`src/verilog/clk_rst_params.svh`:
```
// Offsets, reset values, field positions and timing counts of the clock and reset block
`ifndef CLK_RST_PARAMS_SVH
`define CLK_RST_PARAMS_SVH
`define OFF_MAIN_CLOCK_CONTROL 8'h00
`define OFF_RC_TRIM_HIGH       8'h04
`define OFF_INTEGRITY_CONTROL  8'h08
`define OFF_PLL_TEST_REG       8'h0C
`define OFF_SEQ_STATUS         8'h10
`define RST_MAIN_CLOCK_CONTROL 8'h00
`define RST_RC_TRIM_HIGH       8'hFF
`define RST_TRIM_LOWER_BITS    2'h3
`define RST_PLL_HALVE          1'b0
`define BIT_SLOW_SELECT        0
`define BIT_CLOCK_OUT_ENABLE   1
`define BIT_LOCKED             3
`define POS_TRIM_LO            5
`define BIT_PLL_HALVE          7
`define SLOW_DIV               6'd32
`define DELAY_SHORT            13'd256
`define DELAY_LONG             13'd4096
`define FETCH_CYCLES           2'd2
`define PLL_START_NS           10000
`define CLK_PERIOD_NS          50
`define PLL_START_CYC          ((`PLL_START_NS + `CLK_PERIOD_NS - 1) / `CLK_PERIOD_NS)
`define CAL_ADDR_FIRST         16'hDEE0
`define RESET_VECTOR_ADDR      16'hFFFE
`endif

```
`src/verilog/clk_rst_pkg.sv`:
```
// Types for the clock and reset sequencer
package clk_rst_pkg;
  typedef enum logic [2:0] {
    ST_ACTIVE = 3'b000,
    ST_DELAY  = 3'b001,
    ST_PLL    = 3'b010,
    ST_FETCH  = 3'b011,
    ST_RUN    = 3'b100
  } seq_state_t;
  typedef enum logic [1:0] {
    SRC_RC      = 2'b00,
    SRC_EXT     = 2'b01,
    SRC_CRYSTAL = 2'b10
  } clk_src_t;
  typedef struct packed {
    clk_src_t   src;
    logic       pll_on;
    logic       pll_x8;
    logic       icc38;
    logic       icc35;
  } options_t;
  typedef struct packed {
    logic       wdg;
    logic       low_voltage_detector;
    logic       illegal_op;
  } rst_req_t;
endpackage

```
`src/verilog/clock_and_reset_sequencer.sv`:
```
// Clock selection, RC trim and reset sequencing with an AHB-Lite register slave
// Function
// - Ten-bit RC trim from trim register and integrity control bits 6:5.
// - RC trim register returns to FFh on every reset.
// - Trim 00h gives highest frequency, FFh lowest; passed monotonically.
// - Calibration bytes DEE0h-DEE3h stay readable whatever erase happened.
// - Stored low trim bits sit at positions 6:5 of calibration bytes.
// - 38-pulse programming entry forces RC; 35-pulse uses tool clock.
// - Option bits enable PLL with x4 or x8 from 1 MHz input.
// - No PLL: RC gives 1 MHz; neither RC nor PLL: external clock.
// - PLL withholds its clock for a startup delay after reset or wake.
// - Lock bit set by hardware when PLL reaches operating frequency.
// - PLL halve bit divides PLL output by two.
// - Bit 1 enables clock output pin; cleared frees it; reset clears.
// - Bit 0 selects CPU clock osc or osc/32; reset clears.
// - Crystal oscillator keeps running throughout reset.
// - Resets from pin, low-voltage detector, watchdog, illegal opcode.
// - Reset pin driven low during whole delay phase.
// - Reset vector fetched from FFFEh-FFFFh at sequence end.
// - Delay 256 cycles for RC or external, 4096 for crystal.
// - Vector fetch lasts two cycles; PLL startup added when enabled.
// - External low pulse detected asynchronously, even in halt.
// - PLL halve at bit 7 of PLL test register, RW, reset clears.
`timescale 1ns/10ps
`include "clk_rst_params.svh"
module clock_and_reset_sequencer (
  input  wire logic                  hclk,
  input  wire logic                  hresetn,
  input  wire logic                  hsel,
  input  wire logic [7:0]            haddr,
  input  wire logic [1:0]            htrans,
  input  wire logic                  hwrite,
  input  wire logic [2:0]            hsize,
  input  wire logic [31:0]           hwdata,
  output logic      [31:0]           hrdata,
  output logic                       hreadyout,
  output logic                       hresp,
  input  wire logic                  hready,
  input  wire clk_rst_pkg::options_t opts,
  input  wire clk_rst_pkg::rst_req_t reqs,
  input  wire logic                  halt_wake,
  input  wire logic                  pll_at_freq,
  input  wire logic                  rst_pin_i,
  output logic                       rst_pin_o,
  output logic                       rst_pin_oe,
  output logic [9:0]                 rc_trim,
  output logic                       osc_rc_sel,
  output logic                       osc_pll_sel,
  output logic                       pll_enable,
  output logic                       pll_mult8,
  output logic                       pll_halve_o,
  output logic                       crystal_run,
  output logic                       cpu_clk_en,
  output logic                       clock_out_enable,
  output logic                       core_reset_n,
  output logic                       vec_fetch,
  output logic [15:0]                vec_addr,
  input  wire logic [1:0]            cal_sel,
  output logic [7:0]                 cal_byte
);
  import clk_rst_pkg::*;

  logic [7:0]  main_ctl_q;
  logic [7:0]  trim_hi_q;
  logic [1:0]  trim_lo_q;
  logic        pll_halve_q;
  logic        locked_q;
  logic        pin_s1_q, pin_s2_q;
  logic        req_s1_q, req_s2_q;
  logic        pin_low_q;
  seq_state_t  state_q;
  logic [12:0] cnt_q;
  logic [12:0] delay_len;
  logic [15:0] pll_cnt_q;
  logic [4:0]  div_q;
  logic        slow_q;
  logic        wr_q;
  logic [7:0]  wa_q;
  logic        any_src;
  logic [7:0]  cal_rom [0:3];
  logic [7:0]  rd_mux;
  logic        seq_done_q;
  logic        enter_pll;
  logic        ext_low_n;

  // Factory calibration bytes, separate from erasable memory; and
  assign cal_rom[0] = 8'h80;
  assign cal_rom[1] = {1'b0, 2'h2, 5'h00};
  assign cal_rom[2] = 8'h80;
  assign cal_rom[3] = {1'b0, 2'h2, 5'h00};
  always_ff @(posedge hclk or negedge hresetn) begin
    if (!hresetn) begin
      cal_byte <= 8'h00;
    end else begin
      cal_byte <= cal_rom[cal_sel];
    end
  end

  // Own drive masked, so the device never retriggers itself; and
  assign ext_low_n = rst_pin_i | rst_pin_oe;
  // Pin low latch caught asynchronously, then synchronised
  always_ff @(posedge hclk or negedge ext_low_n) begin
    if (!ext_low_n) begin
      pin_s1_q <= 1'b1;
      pin_s2_q <= 1'b1;
    end else begin
      pin_s1_q <= 1'b0;
      pin_s2_q <= pin_s1_q;
    end
  end

  // Internal sources synchronised
  always_ff @(posedge hclk or negedge hresetn) begin
    if (!hresetn) begin
      req_s1_q <= 1'b1;
      req_s2_q <= 1'b1;
    end else begin
      req_s1_q <= reqs.wdg | reqs.low_voltage_detector | reqs.illegal_op;
      req_s2_q <= req_s1_q;
    end
  end
  assign pin_low_q = pin_s2_q;
  assign any_src   = pin_low_q | req_s2_q | !hresetn;

  // Delay length from option clock source
  assign delay_len = (opts.src == SRC_CRYSTAL && !opts.icc38) ? `DELAY_LONG : `DELAY_SHORT;

  // Reset sequencer
  always_ff @(posedge hclk or negedge hresetn) begin
    if (!hresetn) begin
      state_q   <= ST_ACTIVE;
      cnt_q     <= 13'd0;
      pll_cnt_q <= 16'd0;
    end else if (any_src) begin
      state_q   <= ST_ACTIVE;
      cnt_q     <= 13'd0;
      pll_cnt_q <= 16'd0;
    end else begin
      case (state_q)
        ST_ACTIVE: begin
          state_q <= ST_DELAY;
          cnt_q   <= 13'd0;
        end
        ST_DELAY: begin
          if (cpu_clk_en) begin
            cnt_q <= cnt_q + 13'd1;
            if (cnt_q == delay_len - 13'd1) begin
              state_q <= pll_enable ? ST_PLL : ST_FETCH;
              cnt_q   <= 13'd0;
            end
          end
        end
        ST_PLL: begin
          pll_cnt_q <= pll_cnt_q + 16'd1;
          if (pll_cnt_q == 16'(`PLL_START_CYC - 1)) begin
            state_q <= seq_done_q ? ST_RUN : ST_FETCH; // and
          end
        end
        ST_FETCH: begin
          cnt_q <= cnt_q + 13'd1;
          if (cnt_q == 13'(`FETCH_CYCLES - 1)) begin
            state_q <= ST_RUN;
          end
        end
        ST_RUN: begin
          if (halt_wake && pll_enable) begin
            state_q   <= ST_PLL;
            pll_cnt_q <= 16'd0;
          end
        end
        default: state_q <= ST_ACTIVE;
      endcase
    end
  end

  // Sequence done flag; a wake restart of the PLL keeps the core running
  always_ff @(posedge hclk or negedge hresetn) begin
    if (!hresetn) begin
      seq_done_q <= 1'b0;
    end else if (any_src) begin
      seq_done_q <= 1'b0;
    end else if (state_q == ST_FETCH && cnt_q == 13'(`FETCH_CYCLES - 1)) begin
      seq_done_q <= 1'b1;
    end
  end

  // PLL startup begins on this edge, from the delay phase or a wake
  assign enter_pll = !any_src && pll_enable && (
    (state_q == ST_DELAY && cpu_clk_en && cnt_q == delay_len - 13'd1) ||
    (state_q == ST_RUN && halt_wake));

  // Reset pin drive and core reset; and
  assign rst_pin_o    = 1'b0;
  assign rst_pin_oe   = (state_q == ST_ACTIVE) || (state_q == ST_DELAY);
  assign core_reset_n = seq_done_q;
  assign vec_fetch    = (state_q == ST_FETCH);
  assign vec_addr     = `RESET_VECTOR_ADDR + {15'd0, cnt_q[0]};

  // Clock source selection
  assign osc_rc_sel  = opts.icc38 | (!opts.icc35 & (opts.src == SRC_RC));
  assign pll_enable  = opts.pll_on & !opts.icc38 & !opts.icc35;
  assign pll_mult8   = opts.pll_x8;
  assign osc_pll_sel = pll_enable & (state_q != ST_PLL);
  assign crystal_run = (opts.src == SRC_CRYSTAL);
  assign pll_halve_o = pll_halve_q;
  assign rc_trim     = {trim_hi_q, trim_lo_q}; // and
  assign clock_out_enable = main_ctl_q[`BIT_CLOCK_OUT_ENABLE];

  // Lock flag from PLL frequency detector
  always_ff @(posedge hclk or negedge hresetn) begin
    if (!hresetn) begin
      locked_q <= 1'b0;
    end else begin
      locked_q <= pll_enable & pll_at_freq & !enter_pll &
                  (state_q == ST_FETCH || state_q == ST_RUN);
    end
  end

  // Slow divider; mode changes only at divider wrap, no runt enables; and
  always_ff @(posedge hclk or negedge hresetn) begin
    if (!hresetn) begin
      div_q  <= 5'd0;
      slow_q <= 1'b0;
    end else begin
      div_q <= div_q + 5'd1;
      if (div_q == 5'd31) begin
        slow_q <= main_ctl_q[`BIT_SLOW_SELECT];
      end
    end
  end
  assign cpu_clk_en = !slow_q || (div_q == 5'd31);

  // AHB-Lite address phase capture
  always_ff @(posedge hclk or negedge hresetn) begin
    if (!hresetn) begin
      wr_q <= 1'b0;
      wa_q <= 8'h00;
    end else if (hready) begin
      wr_q <= hsel & htrans[1] & hwrite;
      wa_q <= haddr;
    end
  end
  assign hreadyout = 1'b1;
  assign hresp     = 1'b0;

  // Register writes
  always_ff @(posedge hclk or negedge hresetn) begin
    if (!hresetn) begin
      main_ctl_q  <= `RST_MAIN_CLOCK_CONTROL;
      trim_hi_q   <= `RST_RC_TRIM_HIGH;
      trim_lo_q   <= `RST_TRIM_LOWER_BITS;
      pll_halve_q <= `RST_PLL_HALVE;
    end else if (!core_reset_n) begin
      main_ctl_q  <= `RST_MAIN_CLOCK_CONTROL;
      trim_hi_q   <= `RST_RC_TRIM_HIGH;
      trim_lo_q   <= `RST_TRIM_LOWER_BITS;
      pll_halve_q <= `RST_PLL_HALVE;
    end else if (wr_q) begin
      case (wa_q)
        `OFF_MAIN_CLOCK_CONTROL: main_ctl_q <= {6'd0, hwdata[1:0]};
        `OFF_RC_TRIM_HIGH:       trim_hi_q  <= hwdata[7:0];
        `OFF_INTEGRITY_CONTROL:  trim_lo_q  <= hwdata[6:5];
        `OFF_PLL_TEST_REG:       pll_halve_q <= hwdata[`BIT_PLL_HALVE];
        default: ;
      endcase
    end
  end

  // Read mux; unmapped reads zero
  always_comb begin
    rd_mux = 8'h00;
    case (wa_q)
      `OFF_MAIN_CLOCK_CONTROL: rd_mux = main_ctl_q;
      `OFF_RC_TRIM_HIGH:       rd_mux = trim_hi_q;
      `OFF_INTEGRITY_CONTROL:  rd_mux = {1'b0, trim_lo_q, 1'b0, locked_q, 3'b000};
      `OFF_PLL_TEST_REG:       rd_mux = {pll_halve_q, 7'd0};
      `OFF_SEQ_STATUS:         rd_mux = {5'd0, state_q};
      default:                 rd_mux = 8'h00;
    endcase
  end
  assign hrdata = {24'd0, rd_mux};

  // Checks
  a_trim_reset: assert property (@(posedge hclk) disable iff (!hresetn)
    !core_reset_n |-> ##1 (trim_hi_q == 8'hFF)) else $error("trim not FFh in reset");
  a_pin_delay: assert property (@(posedge hclk) disable iff (!hresetn)
    (state_q == ST_DELAY) |-> rst_pin_oe && !rst_pin_o) else $error("pin not low");
  a_fetch_two: assert property (@(posedge hclk) disable iff (!hresetn)
    ($rose(vec_fetch) && !any_src) |-> (vec_addr == 16'hFFFE) ##1 (vec_addr == 16'hFFFF))
    else $error("bad vector fetch");
  a_slow_rate: assert property (@(posedge hclk) disable iff (!hresetn)
    (slow_q && cpu_clk_en && main_ctl_q[`BIT_SLOW_SELECT]) |-> ##1 !cpu_clk_en [*8])
    else $error("slow enable runt");
  a_mco_bit: assert property (@(posedge hclk) disable iff (!hresetn)
    !core_reset_n |-> ##1 !clock_out_enable) else $error("clock out not cleared");
  a_icc_rc: assert property (@(posedge hclk) disable iff (!hresetn)
    opts.icc38 |-> osc_rc_sel && !pll_enable) else $error("icc rc not forced");
  a_pll_hold: assert property (@(posedge hclk) disable iff (!hresetn)
    (state_q == ST_PLL) |-> !osc_pll_sel && !locked_q ##1 !locked_q) else $error("pll early");
  a_delay_restart: assert property (@(posedge hclk) disable iff (!hresetn)
    any_src |-> ##1 (state_q == ST_ACTIVE)) else $error("no restart");

  // Vector address stays in the fixed pair
  a_fetch_addr: assert property (@(posedge hclk) disable iff (!hresetn)
    vec_fetch |-> (vec_addr[15:1] == 15'h7FFF)) else $error("vector outside pair");

  // Core held in reset while the pin is driven
  a_core_hold: assert property (@(posedge hclk) disable iff (!hresetn)
    (state_q == ST_ACTIVE || state_q == ST_DELAY) |-> !core_reset_n) else $error("core early");

  // Delay counter stays below the chosen length
  a_delay_bound: assert property (@(posedge hclk) disable iff (!hresetn)
    (state_q == ST_DELAY) |-> (cnt_q < delay_len)) else $error("delay overrun");

  // Startup phase only with the PLL enabled
  a_pll_gate: assert property (@(posedge hclk) disable iff (!hresetn)
    (state_q == ST_PLL) |-> pll_enable) else $error("pll phase without pll");

  // Startup counter stays below its length
  a_pll_bound: assert property (@(posedge hclk) disable iff (!hresetn)
    (state_q == ST_PLL) |-> (pll_cnt_q < 16'(`PLL_START_CYC))) else $error("pll overrun");

  // Lock only with the PLL on
  a_lock_src: assert property (@(posedge hclk) disable iff (!hresetn)
    locked_q |-> pll_enable) else $error("lock without pll");

  // Halve bit cleared by reset
  a_halve_reset: assert property (@(posedge hclk) disable iff (!hresetn)
    !core_reset_n |-> ##1 !pll_halve_q) else $error("halve not cleared");

  // Clock control cleared by reset
  a_mode_reset: assert property (@(posedge hclk) disable iff (!hresetn)
    !core_reset_n |-> ##1 (main_ctl_q == `RST_MAIN_CLOCK_CONTROL)) else $error("mode not cleared");

  // Crystal keeps running whatever the phase
  a_crystal_on: assert property (@(posedge hclk) disable iff (!hresetn)
    (opts.src == SRC_CRYSTAL) |-> crystal_run) else $error("crystal stopped");

  // Internal request puts the core in reset
  a_req_reset: assert property (@(posedge hclk) disable iff (!hresetn)
    req_s2_q |-> ##1 !core_reset_n) else $error("request ignored");

  // Wake restarts the PLL without resetting the core
  a_wake_keep: assert property (@(posedge hclk) disable iff (!hresetn)
    (state_q == ST_RUN && enter_pll) |-> ##1 (core_reset_n && state_q == ST_PLL))
    else $error("wake mishandled");

  // Pin low restarts the sequence
  a_ext_pin: assert property (@(posedge hclk) disable iff (!hresetn)
    pin_s2_q |-> ##1 (state_q == ST_ACTIVE)) else $error("pin reset ignored");

  // Last fetch cycle releases the core
  a_fetch_end: assert property (@(posedge hclk) disable iff (!hresetn)
    (state_q == ST_FETCH && cnt_q == 13'd1 && !any_src) |-> ##1 core_reset_n)
    else $error("core not released");

  // PLL clock delivered once running
  a_pll_out: assert property (@(posedge hclk) disable iff (!hresetn)
    (state_q == ST_RUN && pll_enable) |-> osc_pll_sel) else $error("pll clock missing");

  // Tool clock entry keeps the PLL off
  a_icc_tool: assert property (@(posedge hclk) disable iff (!hresetn)
    (opts.icc35 && !opts.icc38) |-> !pll_enable) else $error("pll on in tool mode");

  // Lock cleared when startup begins
  a_lock_start: assert property (@(posedge hclk) disable iff (!hresetn)
    enter_pll |-> ##1 !locked_q) else $error("lock kept over startup");

  // Delay count starts from zero once sources release
  a_delay_start: assert property (@(posedge hclk) disable iff (!hresetn)
    (state_q == ST_ACTIVE && !any_src) |-> ##1 (state_q == ST_DELAY && cnt_q == 13'd0))
    else $error("delay not started");

  // Normal mode enables every cycle
  a_slow_pace: assert property (@(posedge hclk) disable iff (!hresetn)
    !slow_q |-> cpu_clk_en) else $error("normal mode gap");
endmodule

```
`config.mk`:
```
export PLATFORM = sky130hd
export DESIGN_NAME = clock_and_reset_sequencer
export DESIGN_NICKNAME = d
export VERILOG_FILES = /design/src/verilog/clk_rst_pkg.sv /design/src/verilog/clock_and_reset_sequencer.sv
export VERILOG_INCLUDE_DIRS = /design/src /design/src/verilog
export SDC_FILE = /design/constraint.sdc
export NUM_CORES = 1
export LEC_CHECK = 0
export BUFFER_PORTS_ARGS = -buffer_cell sky130_fd_sc_hd__buf_2
export CORE_UTILIZATION = 54
export DETAILED_ROUTE_END_ITERATION = 6
export HOLD_SLACK_MARGIN = 0.15
export PLACE_DENSITY = 0.95
export SYNTH_ARGS = -nofsm -noshare
export SYNTH_HDL_FRONTEND = slang
export SYNTH_SLANG_ARGS = --single-unit
```
`constraint.sdc`:
```
create_clock -name hclk -period 6 [get_ports hclk]
set_input_delay 1.8 -clock hclk [delete_from_list [all_inputs] [get_ports hclk]]
set_output_delay 1.8 -clock hclk [all_outputs]
set_load 0.01 [all_outputs]
```
==> report_table.html <==
<table>
<tr><th>Metric</th><th>Value</th></tr>
<tr><th colspan="2">Status</th></tr>
<tr><td>Run status</td><td>completed</td></tr>
<tr><th colspan="2">Global routing</th></tr>
<tr><td>Via count of the first global-routing pass</td><td>2964</td></tr>
<tr><td>Initial antenna violation count</td><td>0</td></tr>
<tr><td>Overall global routing resource usage</td><td>22.4%</td></tr>
<tr><td>Remaining global-route overflow</td><td>0</td></tr>
<tr><td>Largest net degree at the start of global routing</td><td>58</td></tr>
<tr><td>First-pass GRT wire length</td><td>13200 µm</td></tr>
<tr><th colspan="2">STA</th></tr>
<tr><td>Setup TNS</td><td>0 ps</td></tr>
<tr><td>Max Clock Skew</td><td>11.7 ps</td></tr>
<tr><td>Setup repair after global routing missed its margin</td><td>no</td></tr>
<tr><td>Maximum clock rate</td><td>0.216 GHz</td></tr>
<tr><td>Setup violation total in the final timing report</td><td>0</td></tr>
<tr><td>Period Utilization, post-route</td><td>77.1%</td></tr>
<tr><td>Shortest period the worst path allows</td><td>4620 ps</td></tr>
<tr><td>Post-route worst hold slack</td><td>362 ps</td></tr>
<tr><td>Max-slew violation count</td><td>0</td></tr>
<tr><td>Transition time at the pin with the least slew margin</td><td>837 ps</td></tr>
<tr><td>Hold violation total from the final report</td><td>0</td></tr>
<tr><td>Max-Slew Margin vs Limit</td><td>43.6%</td></tr>
<tr><th colspan="2">Floorplanning</th></tr>
<tr><td>Floorplan row count</td><td>30</td></tr>
<tr><td>Ports</td><td>144</td></tr>
<tr><td>X dimension of the die</td><td>86.9 µm</td></tr>
<tr><td>Height of the die</td><td>86.9 µm</td></tr>
<tr><td>Starting density of the core</td><td>56.6%</td></tr>
<tr><td>Core region area</td><td>0.00687 mm²</td></tr>
<tr><td>Total die area</td><td>0.00755 mm²</td></tr>
<tr><th colspan="2">Placed design</th></tr>
<tr><td>Cell area after placement</td><td>0.00411 mm²</td></tr>
<tr><td>RD Place Congestion</td><td>0.883</td></tr>
<tr><td>Placed wire-length estimate</td><td>5820 µm</td></tr>
<tr><td>Buffers on Ports</td><td>64</td></tr>
<tr><td>Number of cells after detailed placement</td><td>553</td></tr>
<tr><th colspan="2">Logic synthesis</th></tr>
<tr><td>Flip-flop and latch count after synthesis</td><td>68</td></tr>
<tr><td>Leading cell types by count after synthesis</td><td>dfrtp_1, buf_4, nand2_1</td></tr>
<tr><td>Number of instances in the synthesized netlist</td><td>404</td></tr>
<tr><td>Post-synthesis area per instance</td><td>9.63 µm²</td></tr>
<tr><td>Top cells by area, synth</td><td>dfrtp_1, buf_4, dfstp_2</td></tr>
<tr><td>Post-Synthesis Cell Area</td><td>0.00389 mm²</td></tr>
<tr><td>Number of synthesized flops with an enable pin</td><td>0</td></tr>
<tr><td>Async set-reset flop share out of synthesis</td><td>100%</td></tr>
<tr><td>Count leader, synth</td><td>dfrtp_1</td></tr>
<tr><td>Dominant synthesized flop cell</td><td>dfrtp_1</td></tr>
<tr><td>Sequential-to-total area share from yosys stat</td><td>44.2%</td></tr>
<tr><td>Library cell with the largest summed area after synthesis</td><td>dfrtp_1</td></tr>
<tr><td>Fraction of synthesized cell area taken by the top area cell type</td><td>34.7%</td></tr>
<tr><td>Total of warnings raised by yosys</td><td>0</td></tr>
<tr><td>Synth cell types</td><td>59</td></tr>
<tr><th colspan="2">Run</th></tr>
<tr><td>Max capacitance violation total</td><td>0</td></tr>
<tr><th colspan="2">Drt</th></tr>
<tr><td>Antenna-violating nets left</td><td>0</td></tr>
<tr><td>Via Count</td><td>3194</td></tr>
<tr><td>Vias per inst</td><td>5.61</td></tr>
<tr><td># DRC</td><td>0</td></tr>
<tr><td>Detailed-router iteration count before antenna repair</td><td>4</td></tr>
<tr><td>Total wire length</td><td>8100 µm</td></tr>
<tr><td>Violation count after the first detailed-routing iteration</td><td>336</td></tr>
<tr><td>Routed len/inst</td><td>14.2 µm</td></tr>
<tr><th colspan="2">Hold path</th></tr>
<tr><td>Path class of the lowest-slack min-delay path</td><td>reg2reg</td></tr>
<tr><td>Hold Path Origin</td><td>req_s1_q$_DFF_PN1_</td></tr>
<tr><th colspan="2">Worst setup path</th></tr>
<tr><td>Startpoint of the worst register-to-register path</td><td>div_q[0]$_DFF_PN0_</td></tr>
<tr><td>Slowest library cell on the worst path</td><td>nor3b_1</td></tr>
<tr><td>CP startpoint kind</td><td>input port</td></tr>
<tr><td>Worst Path Required</td><td>4200 ps</td></tr>
<tr><td>Crit Path Category</td><td>in2out</td></tr>
<tr><td>CP Capture Type</td><td>primary output</td></tr>
<tr><td>Critical Path Source</td><td>opts[1]</td></tr>
<tr><td>Peak fanout along the critical path</td><td>5</td></tr>
<tr><td>Arrival time of the worst setup path</td><td>2820 ps</td></tr>
<tr><td>Most used cell, CP</td><td>buf_2</td></tr>
<tr><td>Ordered cell list for the critical path</td><td>buf_2, nor3b_1, nor2b_1, buf_2</td></tr>
<tr><td>Critical path's largest stage delay</td><td>560 ps</td></tr>
<tr><th colspan="2">Cells and area</th></tr>
<tr><td>Ratio of cells with drive above 1 in the final layout</td><td>24.5%</td></tr>
<tr><td>Fill cell count</td><td>580</td></tr>
<tr><td>Area growth from synthesis to layout</td><td>10.9%</td></tr>
<tr><td>Final-stage net count</td><td>537</td></tr>
<tr><td>Non-Filler Instances</td><td>569</td></tr>
<tr><td>Final instance area</td><td>0.00432 mm²</td></tr>
<tr><td>Count of antenna diodes in the layout</td><td>0</td></tr>
<tr><th colspan="2">Clock tree</th></tr>
<tr><td>H-tree depth reported by CTS</td><td>3</td></tr>
<tr><td>Total CTS buffers</td><td>9</td></tr>
<tr><td>Clock tree from TritonCTS</td><td>yes</td></tr>
<tr><td>Clock-pin slew of the registers on the worst-case setup and hold paths</td><td>90 ps</td></tr>
<tr><td>Cells resized by post-CTS repair</td><td>0</td></tr>
<tr><td>CTS Hold Buffers Added</td><td>0</td></tr>
<tr><td>Clk sink count</td><td>68</td></tr>
<tr><td># Post-CTS Setup Buffers</td><td>0</td></tr>
<tr><td>Clock Tree Root</td><td>clkbuf_8</td></tr>
<tr><td>Maximum buffer depth of the clock tree</td><td>2</td></tr>
<tr><td>Clock insertion delay at the later pin of the skew report</td><td>350 ps</td></tr>
<tr><th colspan="2">Power</th></tr>
<tr><td>Power Dens Cells</td><td>215 mW/mm²</td></tr>
<tr><td>Leakage</td><td>2.02 nW</td></tr>
<tr><td>IR Drop Worst-Case VDD</td><td>0.122 mV</td></tr>
</table>
==> power breakdown <==
part / internal, W / leakage (nW) / total (W) / switching (W)
logic: 0.0000206 / 1.05 / 0.0000571 / 0.0000364
registers: 0.000467 / 0.870 / 0.000475 / 0.00000814
clock network: 0.000199 / 0.102 / 0.000398 / 0.000199
==> path summary, 6_finish.rpt <==
| path | endpoint | slack (ps) | cells after the start |
|---|---|---|---|
| worst max register to register | cnt_q[10]$_DFFE_PN0P_ | 3590 | 9 |
| worst min-delay path | req_s2_q$_DFF_PN1_ | 360 | 0 |
| worst min register to register | req_s2_q$_DFF_PN1_ | 360 | 0 |
| max in group asynchronous | cnt_q[2]$_DFFE_PN0P_ | 3730 | 2 |
| min in group asynchronous | pin_s1_q$_DFF_PN1_ | 700 | 2 |
| worst max-delay path | osc_pll_sel | 1380 | 4 |
==> critical path: cells and delay by family <==
kind	cells	cell delay [ps]
simple gates	2	760
buf+inv	2	260
==> cell type report <==
class,count,area [µm²],area share (%)
clock inverter,7,83.8,1.94
sequential,68,1720,39.8
clock buffer,9,124,2.87
tap,96,120,2.78
multi-input combinational,313,1890,43.9
inverter,9,33.8,0.783
timing repair buffer,67,343,7.94
==> layout by cell type, fill, tap and decap left out, types with 4 or more instances in the layout <==
cell type,synthesis,layout
or3_1,5,5
mux2i_1,15,15
nor3_1,8,8
o21ai_0,26,26
buf_2,4,64
mux2_2,8,8
a22o_1,4,4
nand3_1,28,28
nand4_1,7,7
nand2b_1,5,5
dfstp_2,14,14
ha_1,5,5
o31ai_1,7,7
nor2_1,20,20
nor4_1,8,8
nand2_1,43,43
conb_1,2,49
clkbuf_8,0,9
nor2b_1,5,5
o311ai_0,5,5
dfrtp_1,54,54
and3_1,7,7
inv_1,9,9
xor2_1,5,5
==> registers in the layout, indices dropped and copies added (netlist names) <==
signal,count
wr_q,1
core_reset_n,1
req_s2_q,1
pin_s1_q,1
main_ctl_q,2
pin_low_q,1
trim_hi_q,8
div_q,5
pll_halve_o,1
slow_q,1
wa_q,8
locked_q,1
trim_lo_q,2
cnt_q,13
state_q,3
pll_cnt_q,16
cal_byte,2
req_s1_q,1
==> per-stage QoR <==
stage / total power (W) / setup WS, ps / utilization (%)
after CTS: 0.000934 / 1380 / 62.8
after floorplan: 0.000537 / 1660 / -
after detailed placement: 0.000541 / 1390 / 59.8
after global routing: 0.000963 / 1330 / 62.8
after global placement: 0.000539 / 1410 / 59.8
final: 0.000930 / 1380 / 62.8
==> cells by family after synthesis <==
| group | count (synthesis) | share of synthesized area, % |
|---|---|---|
| buf+inv | 70 | 11.7 |
| xor+xnor | 6 | 1.35 |
| compound gates | 67 | 12.0 |
| mux | 23 | 6.17 |
| flops | 68 | 44.2 |
| simple gates | 163 | 22.8 |
| other cells | 2 | 0.193 |
| fa+ha+maj | 5 | 1.61 |
==> layer usage <==
metal  up-vias  track usage, %  wire [µm]
li1       1494               -          -
met1      1540            28.0       3440
met2       142            38.0       3980
met3        18            4.27        546
met4         0            9.39        132
met5         -               0          0
Note: power is estimated with default switching activity, not from simulation.
